[src/hw/dmit_pkg.sv]
package dmit_pkg;

  // System clock period and basic clock periods, in ns.
  localparam int ClkPeriodNs = 25;
  localparam int Basic100kNs = 10000;
  localparam int Basic10kNs = 100000;
  localparam int Basic2kNs = 500000;
  localparam int Basic1kNs = 1000000;

  // Basic clock periods as system clock counts.
  localparam int Cyc100k = Basic100kNs / ClkPeriodNs;
  localparam int Cyc10k = Basic10kNs / ClkPeriodNs;
  localparam int Cyc2k = Basic2kNs / ClkPeriodNs;
  localparam int Cyc1k = Basic1kNs / ClkPeriodNs;

  // Peripheral addresses of the buffer-moved registers.
  localparam logic [7:0] AddrChan1Match = 8'h1c;
  localparam logic [7:0] AddrChan1Count = 8'h1d;
  localparam logic [7:0] AddrChan2Match = 8'h1e;
  localparam logic [7:0] AddrChan2Count = 8'h1f;

  // Register file addresses of the 4-bit control registers.
  localparam logic [7:0] AddrChan2Control = 8'h29;
  localparam logic [7:0] AddrChan1Control = 8'h2a;

  // Control register field positions.
  localparam int RunBit = 3;
  localparam int ClearBit = 2;
  localparam int SelLsb = 0;

  // Reset values.
  localparam logic [7:0] MatchReset = 8'hff;
  localparam logic [7:0] CountReset = 8'h00;
  localparam logic [3:0] ControlReset = 4'h0;

  // Basic clock choices of the select field.
  typedef enum logic [1:0] {
    DMIT_SEL_100K,
    DMIT_SEL_10K,
    DMIT_SEL_2K,
    DMIT_SEL_1K
  } dmit_sel_type;

  // Stored part of one control register.
  typedef struct packed {
    logic run;
    dmit_sel_type sel;
  } dmit_ctrl_type;

  // State of one counting channel.
  typedef struct packed {
    logic [7:0] count;
    logic run;
    logic irq;
  } dmit_chan_type;

endpackage

[src/hw/dmit_channel.sv]
`timescale 1ns/1ps
`default_nettype none
// One modulo interval channel, stepped by the shared basic clock ticks.
module dmit_channel
  import dmit_pkg::*;
(
  input wire logic ref_clk,
  input wire logic rst_b,
  input wire logic softReset,
  input wire logic [3:0] tickVec,
  input wire dmit_ctrl_type ctrl,
  input wire logic countClear,
  input wire logic [7:0] matchValue,
  output logic [7:0] count,
  output logic irqPulse
);

  // Whole channel state and its next value.
  dmit_chan_type c_q;
  dmit_chan_type c_d;
  // Tick of the basic clock chosen by the select field.
  logic selTick;
  // Count after one more step.
  logic [7:0] stepCount;

  assign selTick = tickVec[ctrl.sel];
  assign stepCount = c_q.count + 8'h01;

  // Next state: the run flag is only sampled on a tick, which gives the
  // one-tick start and stop uncertainty but never a runt count.
  always_comb begin
    c_d = c_q;
    c_d.irq = 1'b0;
    if (softReset) begin
      c_d = '0;
    end else begin
      if (selTick) begin
        c_d.run = ctrl.run;
        if (c_q.run) begin
          if (stepCount == matchValue) begin
            c_d.count = 8'h00;
            c_d.irq = 1'b1;
          end else begin
            c_d.count = stepCount;
          end
        end
      end
      // A clear restarts from zero and waits for the next tick.
      if (countClear) begin
        c_d.count = 8'h00;
      end
    end
  end

  // State register.
  always_ff @(posedge ref_clk or negedge rst_b) begin
    if (!rst_b) begin
      c_q <= '0;
    end else begin
      c_q <= c_d;
    end
  end

  assign count = c_q.count;
  assign irqPulse = c_q.irq;
endmodule
`default_nettype wire

[src/hw/dmit_top.sv]
`timescale 1ns/1ps
`default_nettype none
// Two modulo interval timers behind the control register file and the
// transfer buffer. The block makes its own basic clock ticks from ref_clk.
module dmit_top
  import dmit_pkg::*;
#(
  parameter int Cyc10kP = Cyc10k,
  parameter int Cyc2kP = Cyc2k,
  parameter int Cyc1kP = Cyc1k
)
(
  input wire logic ref_clk,
  input wire logic rst_b,
  input wire logic watchdog_stack_reset,
  input wire logic clockStop,
  input wire logic ceReset,
  input wire logic [7:0] regAddr,
  input wire logic regWrite,
  input wire logic regRead,
  input wire logic [3:0] regWdata,
  output logic [3:0] regRdata,
  input wire logic [7:0] bufAddr,
  input wire logic buffer_store_instr,
  input wire logic buffer_load_instr,
  input wire logic [15:0] transfer_buffer,
  output logic [15:0] bufRdata,
  output logic [1:0] irqPulse
);

  // Cascade ratios between successive basic clocks.
  localparam int Ratio10k = Cyc10kP / Cyc100k;
  localparam int Ratio2k = Cyc2kP / Cyc10kP;
  localparam int Ratio1k = Cyc1kP / Cyc2kP;

  // All state of the top level in one record.
  typedef struct packed {
    logic [15:0] pre100k;
    logic [7:0] pre10k;
    logic [7:0] pre2k;
    logic [7:0] pre1k;
    dmit_ctrl_type [1:0] ctrl;
    logic [1:0][7:0] match;
    logic [3:0] regRdata;
    logic [15:0] bufRdata;
  } dmit_top_type;

  dmit_top_type s_q;
  dmit_top_type s_d;

  // Basic clock ticks, one system cycle wide, 100k up to 1k.
  logic [3:0] tickVec;
  // Power-on-like resets that arrive synchronously. A CE reset is not
  // among them: every timer keeps its state and keeps counting.
  logic softReset;
  // Per channel clear strobes and counts.
  logic [1:0] clearStrobe;
  logic [1:0][7:0] chanCount;
  // Channel addresses, indexed by channel.
  logic [1:0][7:0] ctrlAddr;
  logic [1:0][7:0] matchAddr;
  logic [1:0][7:0] countAddr;

  assign softReset = watchdog_stack_reset | clockStop;
  assign ctrlAddr = {AddrChan2Control, AddrChan1Control};
  assign matchAddr = {AddrChan2Match, AddrChan1Match};
  assign countAddr = {AddrChan2Count, AddrChan1Count};

  // The slower ticks only fire together with the faster one, so all four
  // stay phase aligned and a select change costs at most one new period.
  assign tickVec[0] = (s_q.pre100k == 16'(Cyc100k - 1));
  assign tickVec[1] = tickVec[0] && (s_q.pre10k == 8'(Ratio10k - 1));
  assign tickVec[2] = tickVec[1] && (s_q.pre2k == 8'(Ratio2k - 1));
  assign tickVec[3] = tickVec[2] && (s_q.pre1k == 8'(Ratio1k - 1));

  // Clear strobes come from control writes with bit 2 set. The bit is
  // never stored, so it reads back as zero.
  generate
    for (genvar i = 0; i < 2; i++) begin : gChan
      assign clearStrobe[i] = regWrite && !softReset && regAddr == ctrlAddr[i]
                              && regWdata[ClearBit];
      dmit_channel uChan (
        .ref_clk(ref_clk),
        .rst_b(rst_b),
        .softReset(softReset),
        .tickVec(tickVec),
        .ctrl(s_q.ctrl[i]),
        .countClear(clearStrobe[i]),
        .matchValue(s_q.match[i]),
        .count(chanCount[i]),
        .irqPulse(irqPulse[i])
      );
    end
  endgenerate

  // Next state of prescaler, registers and read data.
  always_comb begin
    s_d = s_q;
    // Prescaler runs free; watchdog/stack reset and clock stop do not disturb it.
    if (tickVec[0]) begin
      s_d.pre100k = 16'h0000;
      s_d.pre10k = tickVec[1] ? 8'h00 : s_q.pre10k + 8'h01;
    end else begin
      s_d.pre100k = s_q.pre100k + 16'h0001;
    end
    if (tickVec[1]) begin
      s_d.pre2k = tickVec[2] ? 8'h00 : s_q.pre2k + 8'h01;
    end
    if (tickVec[2]) begin
      s_d.pre1k = tickVec[3] ? 8'h00 : s_q.pre1k + 8'h01;
    end
    if (softReset) begin
      // Watchdog/stack reset and clock stop act like power-on.
      for (int i = 0; i < 2; i++) begin
        s_d.ctrl[i] = dmit_ctrl_type'(3'(ControlReset));
        s_d.match[i] = MatchReset;
      end
    end else begin
      for (int i = 0; i < 2; i++) begin
        if (regWrite && regAddr == ctrlAddr[i]) begin
          s_d.ctrl[i].run = regWdata[RunBit];
          s_d.ctrl[i].sel = dmit_sel_type'(regWdata[SelLsb +: 2]);
        end
        // Only the low byte is taken; a zero load is the caller's fault.
        if (buffer_store_instr && bufAddr == matchAddr[i]) begin
          s_d.match[i] = transfer_buffer[7:0];
        end
        // Stores to a count address are dropped.
      end
    end
    // Read data stands until the next read of the same port.
    if (regRead) begin
      s_d.regRdata = 4'h0;
      for (int i = 0; i < 2; i++) begin
        if (regAddr == ctrlAddr[i]) begin
          s_d.regRdata = {s_q.ctrl[i].run, 1'b0, s_q.ctrl[i].sel};
        end
      end
    end
    if (buffer_load_instr) begin
      s_d.bufRdata = 16'h0000;
      for (int i = 0; i < 2; i++) begin
        if (bufAddr == matchAddr[i]) begin
          s_d.bufRdata = {8'h00, s_q.match[i]};
        end
        if (bufAddr == countAddr[i]) begin
          s_d.bufRdata = {8'h00, chanCount[i]};
        end
      end
    end
  end

  // State register; power-on values only.
  always_ff @(posedge ref_clk or negedge rst_b) begin
    if (!rst_b) begin
      s_q.pre100k <= 16'h0000;
      s_q.pre10k <= 8'h00;
      s_q.pre2k <= 8'h00;
      s_q.pre1k <= 8'h00;
      s_q.ctrl <= '0;
      s_q.match <= {MatchReset, MatchReset};
      s_q.regRdata <= 4'h0;
      s_q.bufRdata <= 16'h0000;
    end else begin
      s_q <= s_d;
    end
  end

  assign regRdata = s_q.regRdata;
  assign bufRdata = s_q.bufRdata;
endmodule
`default_nettype wire

[config.mk]
export PLATFORM = sky130hd
export DESIGN_NAME = dmit_top
export DESIGN_NICKNAME = d
export VERILOG_FILES = /design/src/hw/dmit_pkg.sv /design/src/hw/dmit_channel.sv /design/src/hw/dmit_top.sv
export SDC_FILE = /design/constraint.sdc
export NUM_CORES = 1
export LEC_CHECK = 0
export BUFFER_PORTS_ARGS = -buffer_cell sky130_fd_sc_hd__buf_4
export CORE_AREA = 4 4 101 103
export CTS_CLUSTER_DIAMETER = 40
export CTS_CLUSTER_SIZE = 20
export DETAILED_ROUTE_END_ITERATION = 10
export DIE_AREA = 0 0 105 107
export PLACE_DENSITY = 0.79
export SLEW_MARGIN = 0
export SYNTH_ARGS = -nofsm -noshare
export SYNTH_HDL_FRONTEND = slang
export SYNTH_SLANG_ARGS = --single-unit
[constraint.sdc]
create_clock -name ref_clk -period 3.4 [get_ports ref_clk]
set_input_delay 0.17 -clock ref_clk [delete_from_list [all_inputs] [get_ports ref_clk]]
set_output_delay 0.17 -clock ref_clk [all_outputs]
set_load 0.02 [all_outputs]
==> reports/summary.txt, run 1 <==
f_max: 0.3502 GHz
Slew Limit Fails: 0
synthesized area per cell: 9.594 um2
Net Sw Frac: 22.96%
final worst-path cycle share: 83.99%
worst slack, placed: 0.5606 ns
Inserted Clock Buffers: 9
Worst Skew: 0.007948 ns
commonest non-fill, non-tap cells in the layout: dfrtp_1 (77), nand2_1 (59), buf_4 (53)
synth-to-layout area growth: 10.10%
class of the tightest hold or removal check: in2reg
initial core utilization: 57.80%
layout cells sized above 1: 18.17%
register area share after synthesis: 44.16%
flip-flop and latch count after synthesis: 93
Detail Route Antenna Nets: 0
Top Usage Layer GRT: met2
min cycle time layout: 2.856 ns
routability cong.: 0.8366
CP delay by family, top: simple AND/OR/NAND/NOR gates
total wire length: 11270 um
largest net degree at the start of global routing: 76
WS Path Type: reg2reg
Cell Pwr Density: 340.5 mW/mm2
total negative setup slack: 0 ns
share of total power in combinational logic: 6.1%
vias in the first global route: 4057
Critical Path Max Stage Delay: 0.45 ns
# nets final: 638
EDFF count, synth: 0
yosys warns: 0
first-pass GRT wire length: 19180 um
met3 usage in global routing: 2.529%
I/O pin count: 67
aggregate global routing overflow: 0
Mapped Area: 0.005315 mm2
worst-path cell chain: ha_1 > nand3_1 > or3_1 > a2111oi_1 > nand4_1 > or3b_4 > o21ai_1
average vias per placed instance: 5.839
latest clock arrival within the worst-skew pair: 0.35 ns
Clk pin slew, worst setup/hold paths: 0.09 ns
Max-slew headroom: 27.23%
port bufs: 48
clock root buffer: clkbuf_8
DRT iter0 DRCs: 193
RSZ-0062 raised after global routing: false
row count: 35
commonest non-fill, non-tap cell in the layout: dfrtp_1
CTS HTree Levels: 3
Synth Instances: 554
met1 Use GR: 27.03%
Final setup viols: 0
status: finished clean
dominant synthesized flop cell: dfrtp_1
Max Root-Sink Buffers: 2
Switch Pwr: 457.4 uW
CTS tree: yes
Worst Setup Start Kind: flop
endpoints failing hold: 0
Die Y: 107 um
Buf/Inv on CP: 0
core area: 0.009196 mm2
Initial DRT Pass Iterations: 4
Setup WS post-layout: 0.5442 ns
total internal power: 1.535 mW
crit end category: flop
# diodes: 0
post-CTS setup buffer count: 0
Max VDD drop: 227.3 uV
max cap viols: 0
GR Util met2: 35.61%
Vias: 4087
GRT Total Usage: 20.84%
DRC Markers: 0
maximum fanout along the worst path: 10
WL per Instance: 16.10 um
synth unique cells: 59
share of synthesized flip-flops with an asynchronous set or reset: 100.0%
sequential share of power: 55.8%
WP data arrival: 3.09 ns
antenna violations before repair: 0
die width: 105 um
Slew @ Worst Pin: 1.088 ns
die footprint: 0.01124 mm2
clock share of power: 38.2%
slowest CP cell: dfrtp_1
Pleak: 2.450 nW
placed wire-length estimate: 8121 um
Critical Path RT: 3.63 ns
clk sinks: 93
-- repair_timing --
| action | in CTS | in global routing |
|---|---|---|
| endpoints found under the hold margin | 31 | 0 |
| hold buffers | 2 | 0 |
| gates resized for setup | 0 | 0 |
-- state kept, by name (all words and copies together), names as in the netlist --
register and count:
bufRdata 8, gChan.uChan.c_q 2, gChan.uChan.count 16, gChan.uChan.irqPulse 2, regRdata 3, s_q 62
-- worst paths after layout --
path	startpoint	end	slack, ns	cells past startpoint
max	gChan[0].uChan.count[0]	gChan[0].uChan.count[7]	0.54	7
min	transfer_buffer[5]	s_q[33]	0.05	3
max reg2reg	gChan[0].uChan.count[0]	gChan[0].uChan.count[7]	0.54	7
min reg2reg	s_q[57]	s_q[57]	0.48	1
max in group asynchronous	rst_b	s_q[24]	2.02	3
min in group asynchronous	rst_b	s_q[54]	0.51	2
-- worst reg2reg max path, cell delays in order (launching register included) --
cell       delay [ns]
dfrtp_1          0.45
ha_1             0.30
nand3_1          0.25
or3_1            0.42
a2111oi_1        0.39
nand4_1          0.41
or3b_4           0.44
o21ai_1          0.08
-- power groups by stage --
stage          Combinational, mW  Clock, mW  Sequential [mW]
6_report                   0.121      0.760             1.11
5_1_grt                    0.134      0.823             1.11
4_1_cts                    0.122      0.779             1.11
3_5_place_dp               0.119          0             1.13
3_3_place_gp               0.116          0             1.13
2_1_floorplan             0.0597          0             1.13
-- per-layer routing --
| metal | vias up | wire length (um) |
|---|---|---|
| met1 | 1991 | 5056 |
| met5 | - | 0 |
| met3 | 17 | 390 |
| met4 | 0 | 220 |
| li1 | 1991 | - |
| met2 | 88 | 5600 |
-- through the flow --
step | power (mW) | area, um2 | cells | hold WS, ns | util, %
finish | 1.993 | 5852 | 700 | 0.05460 | 63.63
floorplan | 1.192 | 5345 | 562 | -0.1256 | -
CTS | 2.012 | 5852 | 700 | 0.03381 | 63.63
global route | 2.069 | 5852 | 700 | 0.05013 | 63.63
detailed placement | 1.252 | 5629 | 682 | 0.3797 | 61.21
global placement | 1.248 | 5629 | 682 | 0.3655 | 61.21
-- synthesized netlist by cell type, drive strengths merged (5+ instances only) --
cell type   n  area, um2
and3       10      62.56
a21oi      17      85.08
dfrtp      77       1927
nand2b      5      31.28
nor3       12      60.06
xnor2      29      254.0
o211ai      9      67.56
nand2      59      221.5
nand4      18      118.9
mux2i      18      180.2
o31ai       6      60.06
nor4b       6      58.80
nor2b      10      62.56
nand3      28      140.1
a22oi      15      112.6
inv        15      56.30
xor2       19      166.4
buf        31      210.2
o21ai      27      135.1
nor3b       7      52.55
nor2       40      157.6
clkbuf     13      48.80
dfstp      16      420.4
ha          9      112.6
or3         7      43.79
a211oi      8      60.06
-- cell type report --
| type | instances | area, um2 |
|---|---|---|
| repair buffers | 55 | 417.9 |
| clock buffers | 13 | 158.9 |
| well taps | 111 | 138.9 |
| inverters | 15 | 56.30 |
| flip-flops and latches | 93 | 2347 |
| fillers | 749 | 3344 |
| multi-input cells | 410 | 2689 |
| clock inverters | 3 | 43.79 |
-- cell families (layout without fill, tap and decap cells) --
| logic type | Yosys count | count (layout) | synth area share [%] |
|---|---|---|---|
| compound gates | 95 | 95 | 12.10 |
| xor+xnor | 48 | 48 | 7.910 |
| fa+ha+maj | 9 | 9 | 2.119 |
| buf+inv | 59 | 86 | 5.932 |
| flops | 93 | 93 | 44.16 |
| mux | 21 | 21 | 4.025 |
| other cells | 1 | 9 | 0.07055 |
| simple gates | 228 | 228 | 23.68 |
Power figures use the tool's default switching activity.
==> run 2: changes to the inputs <==
==> constraint.sdc (replaced) <==
create_clock -name ref_clk -period 2.86 [get_ports ref_clk]
set_input_delay 0.143 -clock ref_clk [delete_from_list [all_inputs] [get_ports ref_clk]]
set_output_delay 0.143 -clock ref_clk [all_outputs]
set_load 0.02 [all_outputs]
==> run 2 against run 1 <==
Sequential power rose by 19%. Via count rose by 0.39%. Cell area rose by 1.1%. Fmax rose by 9.8%. Critical path type unchanged.
==> reports/summary.txt, run 2 (synthesis gave the netlist of run 1 again) <==
Crit. Startpoint: s_q[51] (was gChan[0].uChan.count[0])
setup slack, reg-to-reg: 0.26 ns (was 0.54 ns)
min cycle time layout: 2.602 ns (was 2.856 ns)
class of the tightest hold or removal check: in2reg (unchanged)
Worst Skew: 0.01538 ns (was 0.007948 ns)
number of flip-flops in the largest register: 62 (unchanged)
DRC Markers: 0 (unchanged)
total internal power: 1.781 mW (was 1.535 mW)
Detail Route Antenna Nets: 0 (unchanged)
crit path to: gChan[0].uChan.count[3] (was gChan[0].uChan.count[7])
Critical Path RT: 3.13 ns (was 3.63 ns)
Max VDD drop: 270.2 uV (was 227.3 uV)
synth-to-layout area growth: 11.28% (was 10.10%)
largest net degree at the start of global routing: 46 (was 76)
average vias per placed instance: 5.787 (was 5.839)
Max-slew headroom: 30.39% (was 27.23%)
vias in the first global route: 4038 (was 4057)
Inserted Clock Buffers: 9 (unchanged)
sequential share of power: 56.4% (was 55.8%)
placed wire-length estimate: 8197 um (was 8121 um)
RSZ-0062 raised after global routing: false (unchanged)
die width: 105 um (unchanged)
endpoints failing hold: 0 (unchanged)
clock share of power: 37.5% (was 38.2%)
# nets final: 647 (was 638)
clk sinks: 93 (unchanged)
total negative setup slack: 0 ns (unchanged)
commonest non-fill, non-tap cell in the layout: dfrtp_1 (unchanged)
CTS HTree Levels: 3 (unchanged)
reg2reg path depth: 8 (was 7)
final worst-path cycle share: 90.98% (was 83.99%)
clock root buffer: clkbuf_8 (unchanged)
core area: 0.009196 mm2 (unchanged)
Cell Pwr Density: 396.2 mW/mm2 (was 340.5 mW/mm2)
# diodes: 0 (unchanged)
Max Root-Sink Buffers: 2 (unchanged)
crit end category: flop (unchanged)
Final setup viols: 0 (unchanged)
Switch Pwr: 562.3 uW (was 457.4 uW)
initial core utilization: 57.80% (unchanged)
first-pass GRT wire length: 18870 um (was 19180 um)
aggregate global routing overflow: 0 (unchanged)
WL per Instance: 15.58 um (was 16.10 um)
latest clock arrival within the worst-skew pair: 0.36 ns (was 0.35 ns)
GR Util met2: 33.64% (was 35.61%)
Initial DRT Pass Iterations: 5 (was 4)
I/O pin count: 67 (unchanged)
maximum fanout along the worst path: 6 (was 10)
max cap viols: 0 (unchanged)
routability cong.: 0.8395 (was 0.8366)
commonest non-fill, non-tap cells in the layout: dfrtp_1 (77), buf_4 (62), nand2_1 (59) (was dfrtp_1 (77), nand2_1 (59), buf_4 (53))
f_max: 0.3843 GHz (was 0.3502 GHz)
antenna violations before repair: 0 (unchanged)
DRT iter0 DRCs: 188 (was 193)
met1 Use GR: 27.78% (was 27.03%)
Vias: 4103 (was 4087)
Worst R2R End: gChan[0].uChan.count[3] (was gChan[0].uChan.count[7])
GRT Total Usage: 20.32% (was 20.84%)
fillers: 738 (was 749)
Pleak: 2.484 nW (was 2.450 nW)
Reg with most FFs: s_q (unchanged)
WP data arrival: 2.87 ns (was 3.09 ns)
total wire length: 11040 um (was 11270 um)
Top Usage Layer GRT: met2 (unchanged)
Worst Setup Start Kind: flop (unchanged)
Net Sw Frac: 23.99% (was 22.96%)
port bufs: 48 (unchanged)
Slew Limit Fails: 0 (unchanged)
WS Path Type: reg2reg (unchanged)
Clk pin slew, worst setup/hold paths: 0.10 ns (was 0.09 ns)
row count: 35 (unchanged)
R2R Path Start: s_q[51] (was gChan[0].uChan.count[0])
final core occ: 64.31% (was 63.63%)
layout cells sized above 1: 19.57% (was 18.17%)
CTS tree: yes (unchanged)
share of total power in combinational logic: 6.1% (about the same)
met3 usage in global routing: 2.288% (was 2.529%)
Die Y: 107 um (unchanged)
status: finished clean (unchanged)
die footprint: 0.01124 mm2 (unchanged)
Slew @ Worst Pin: 1.040 ns (was 1.088 ns)
[run 2: stage by stage]
step / setup WS (ns) / cells / total power [mW] / hold WS [ns] / area [um2]
6_report: 0.2580 / 709 / 2.343 / 0.02292 / 5914
5_1_grt: 0.04947 / 709 / 2.429 / 0.02018 / 5914
4_1_cts: 0.1037 / 708 / 2.365 / 0.006397 / 5901
3_5_place_dp: 0.2431 / 690 / 1.489 / 0.1717 / 5689
3_3_place_gp: 0.2858 / 690 / 1.486 / 0.1689 / 5689
2_1_floorplan: 0.4119 / 562 / 1.417 / -0.1526 / 5345
[run 2: repair_timing]
item,in CTS,in global routing
resized for setup,0,2
endpoints found under the hold margin,30,0
setup endpoints to repair,0,13
hold buffers,2,0
buffers inserted,0,1
[run 2: critical path: stages (launching register included)]
cell     delay (ns)
dfrtp_1        0.42
inv_1          0.09
ha_1           0.15
nor4b_1        0.33
nand2_1        0.22
o21ai_0        0.44
nand4_1        0.19
or3b_4         0.48
o31ai_2        0.19
[run 2: layer usage]
layer  part of all wire [%]  wire length, um
met2                     49             5400
met3                    3.3              364
met1                     46             5116
met4                    1.5              162
met5                      0                0
[run 2: worst min-delay path by stage]
stage	depth (start not counted)	endpoint	from	slack, ns
3_5_place_dp	1	s_q[55]	rst_b	0.17
2_1_floorplan	0	bufRdata[0]	rst_b	-0.15
5_1_grt	3	s_q[32]	transfer_buffer[4]	0.02
3_3_place_gp	1	s_q[55]	rst_b	0.17
4_1_cts	3	s_q[32]	transfer_buffer[4]	0.006
6_report	3	s_q[34]	transfer_buffer[6]	0.02
[run 2: power by group through the flow]
stage                     clock, mW  combinational, mW  sequential, mW
final                         0.879              0.143            1.32
after global routing          0.948              0.158            1.32
after CTS                     0.898              0.145            1.32
after detailed placement          0              0.142            1.35
after global placement            0              0.139            1.35
after floorplan                   0             0.0710            1.35
[run 2: final cells by class]
type / count / area (um2) / area share, %
Inverter: 15 / 56.30 / 0.9520
Clock buffer: 11 / 131.4 / 2.221
Multi-Input combinational cell: 410 / 2695 / 45.57
Clock inverter: 5 / 60.06 / 1.015
Tap cell: 111 / 138.9 / 2.348
Timing Repair Buffer: 64 / 485.5 / 8.208
Sequential cell: 93 / 2347 / 39.69
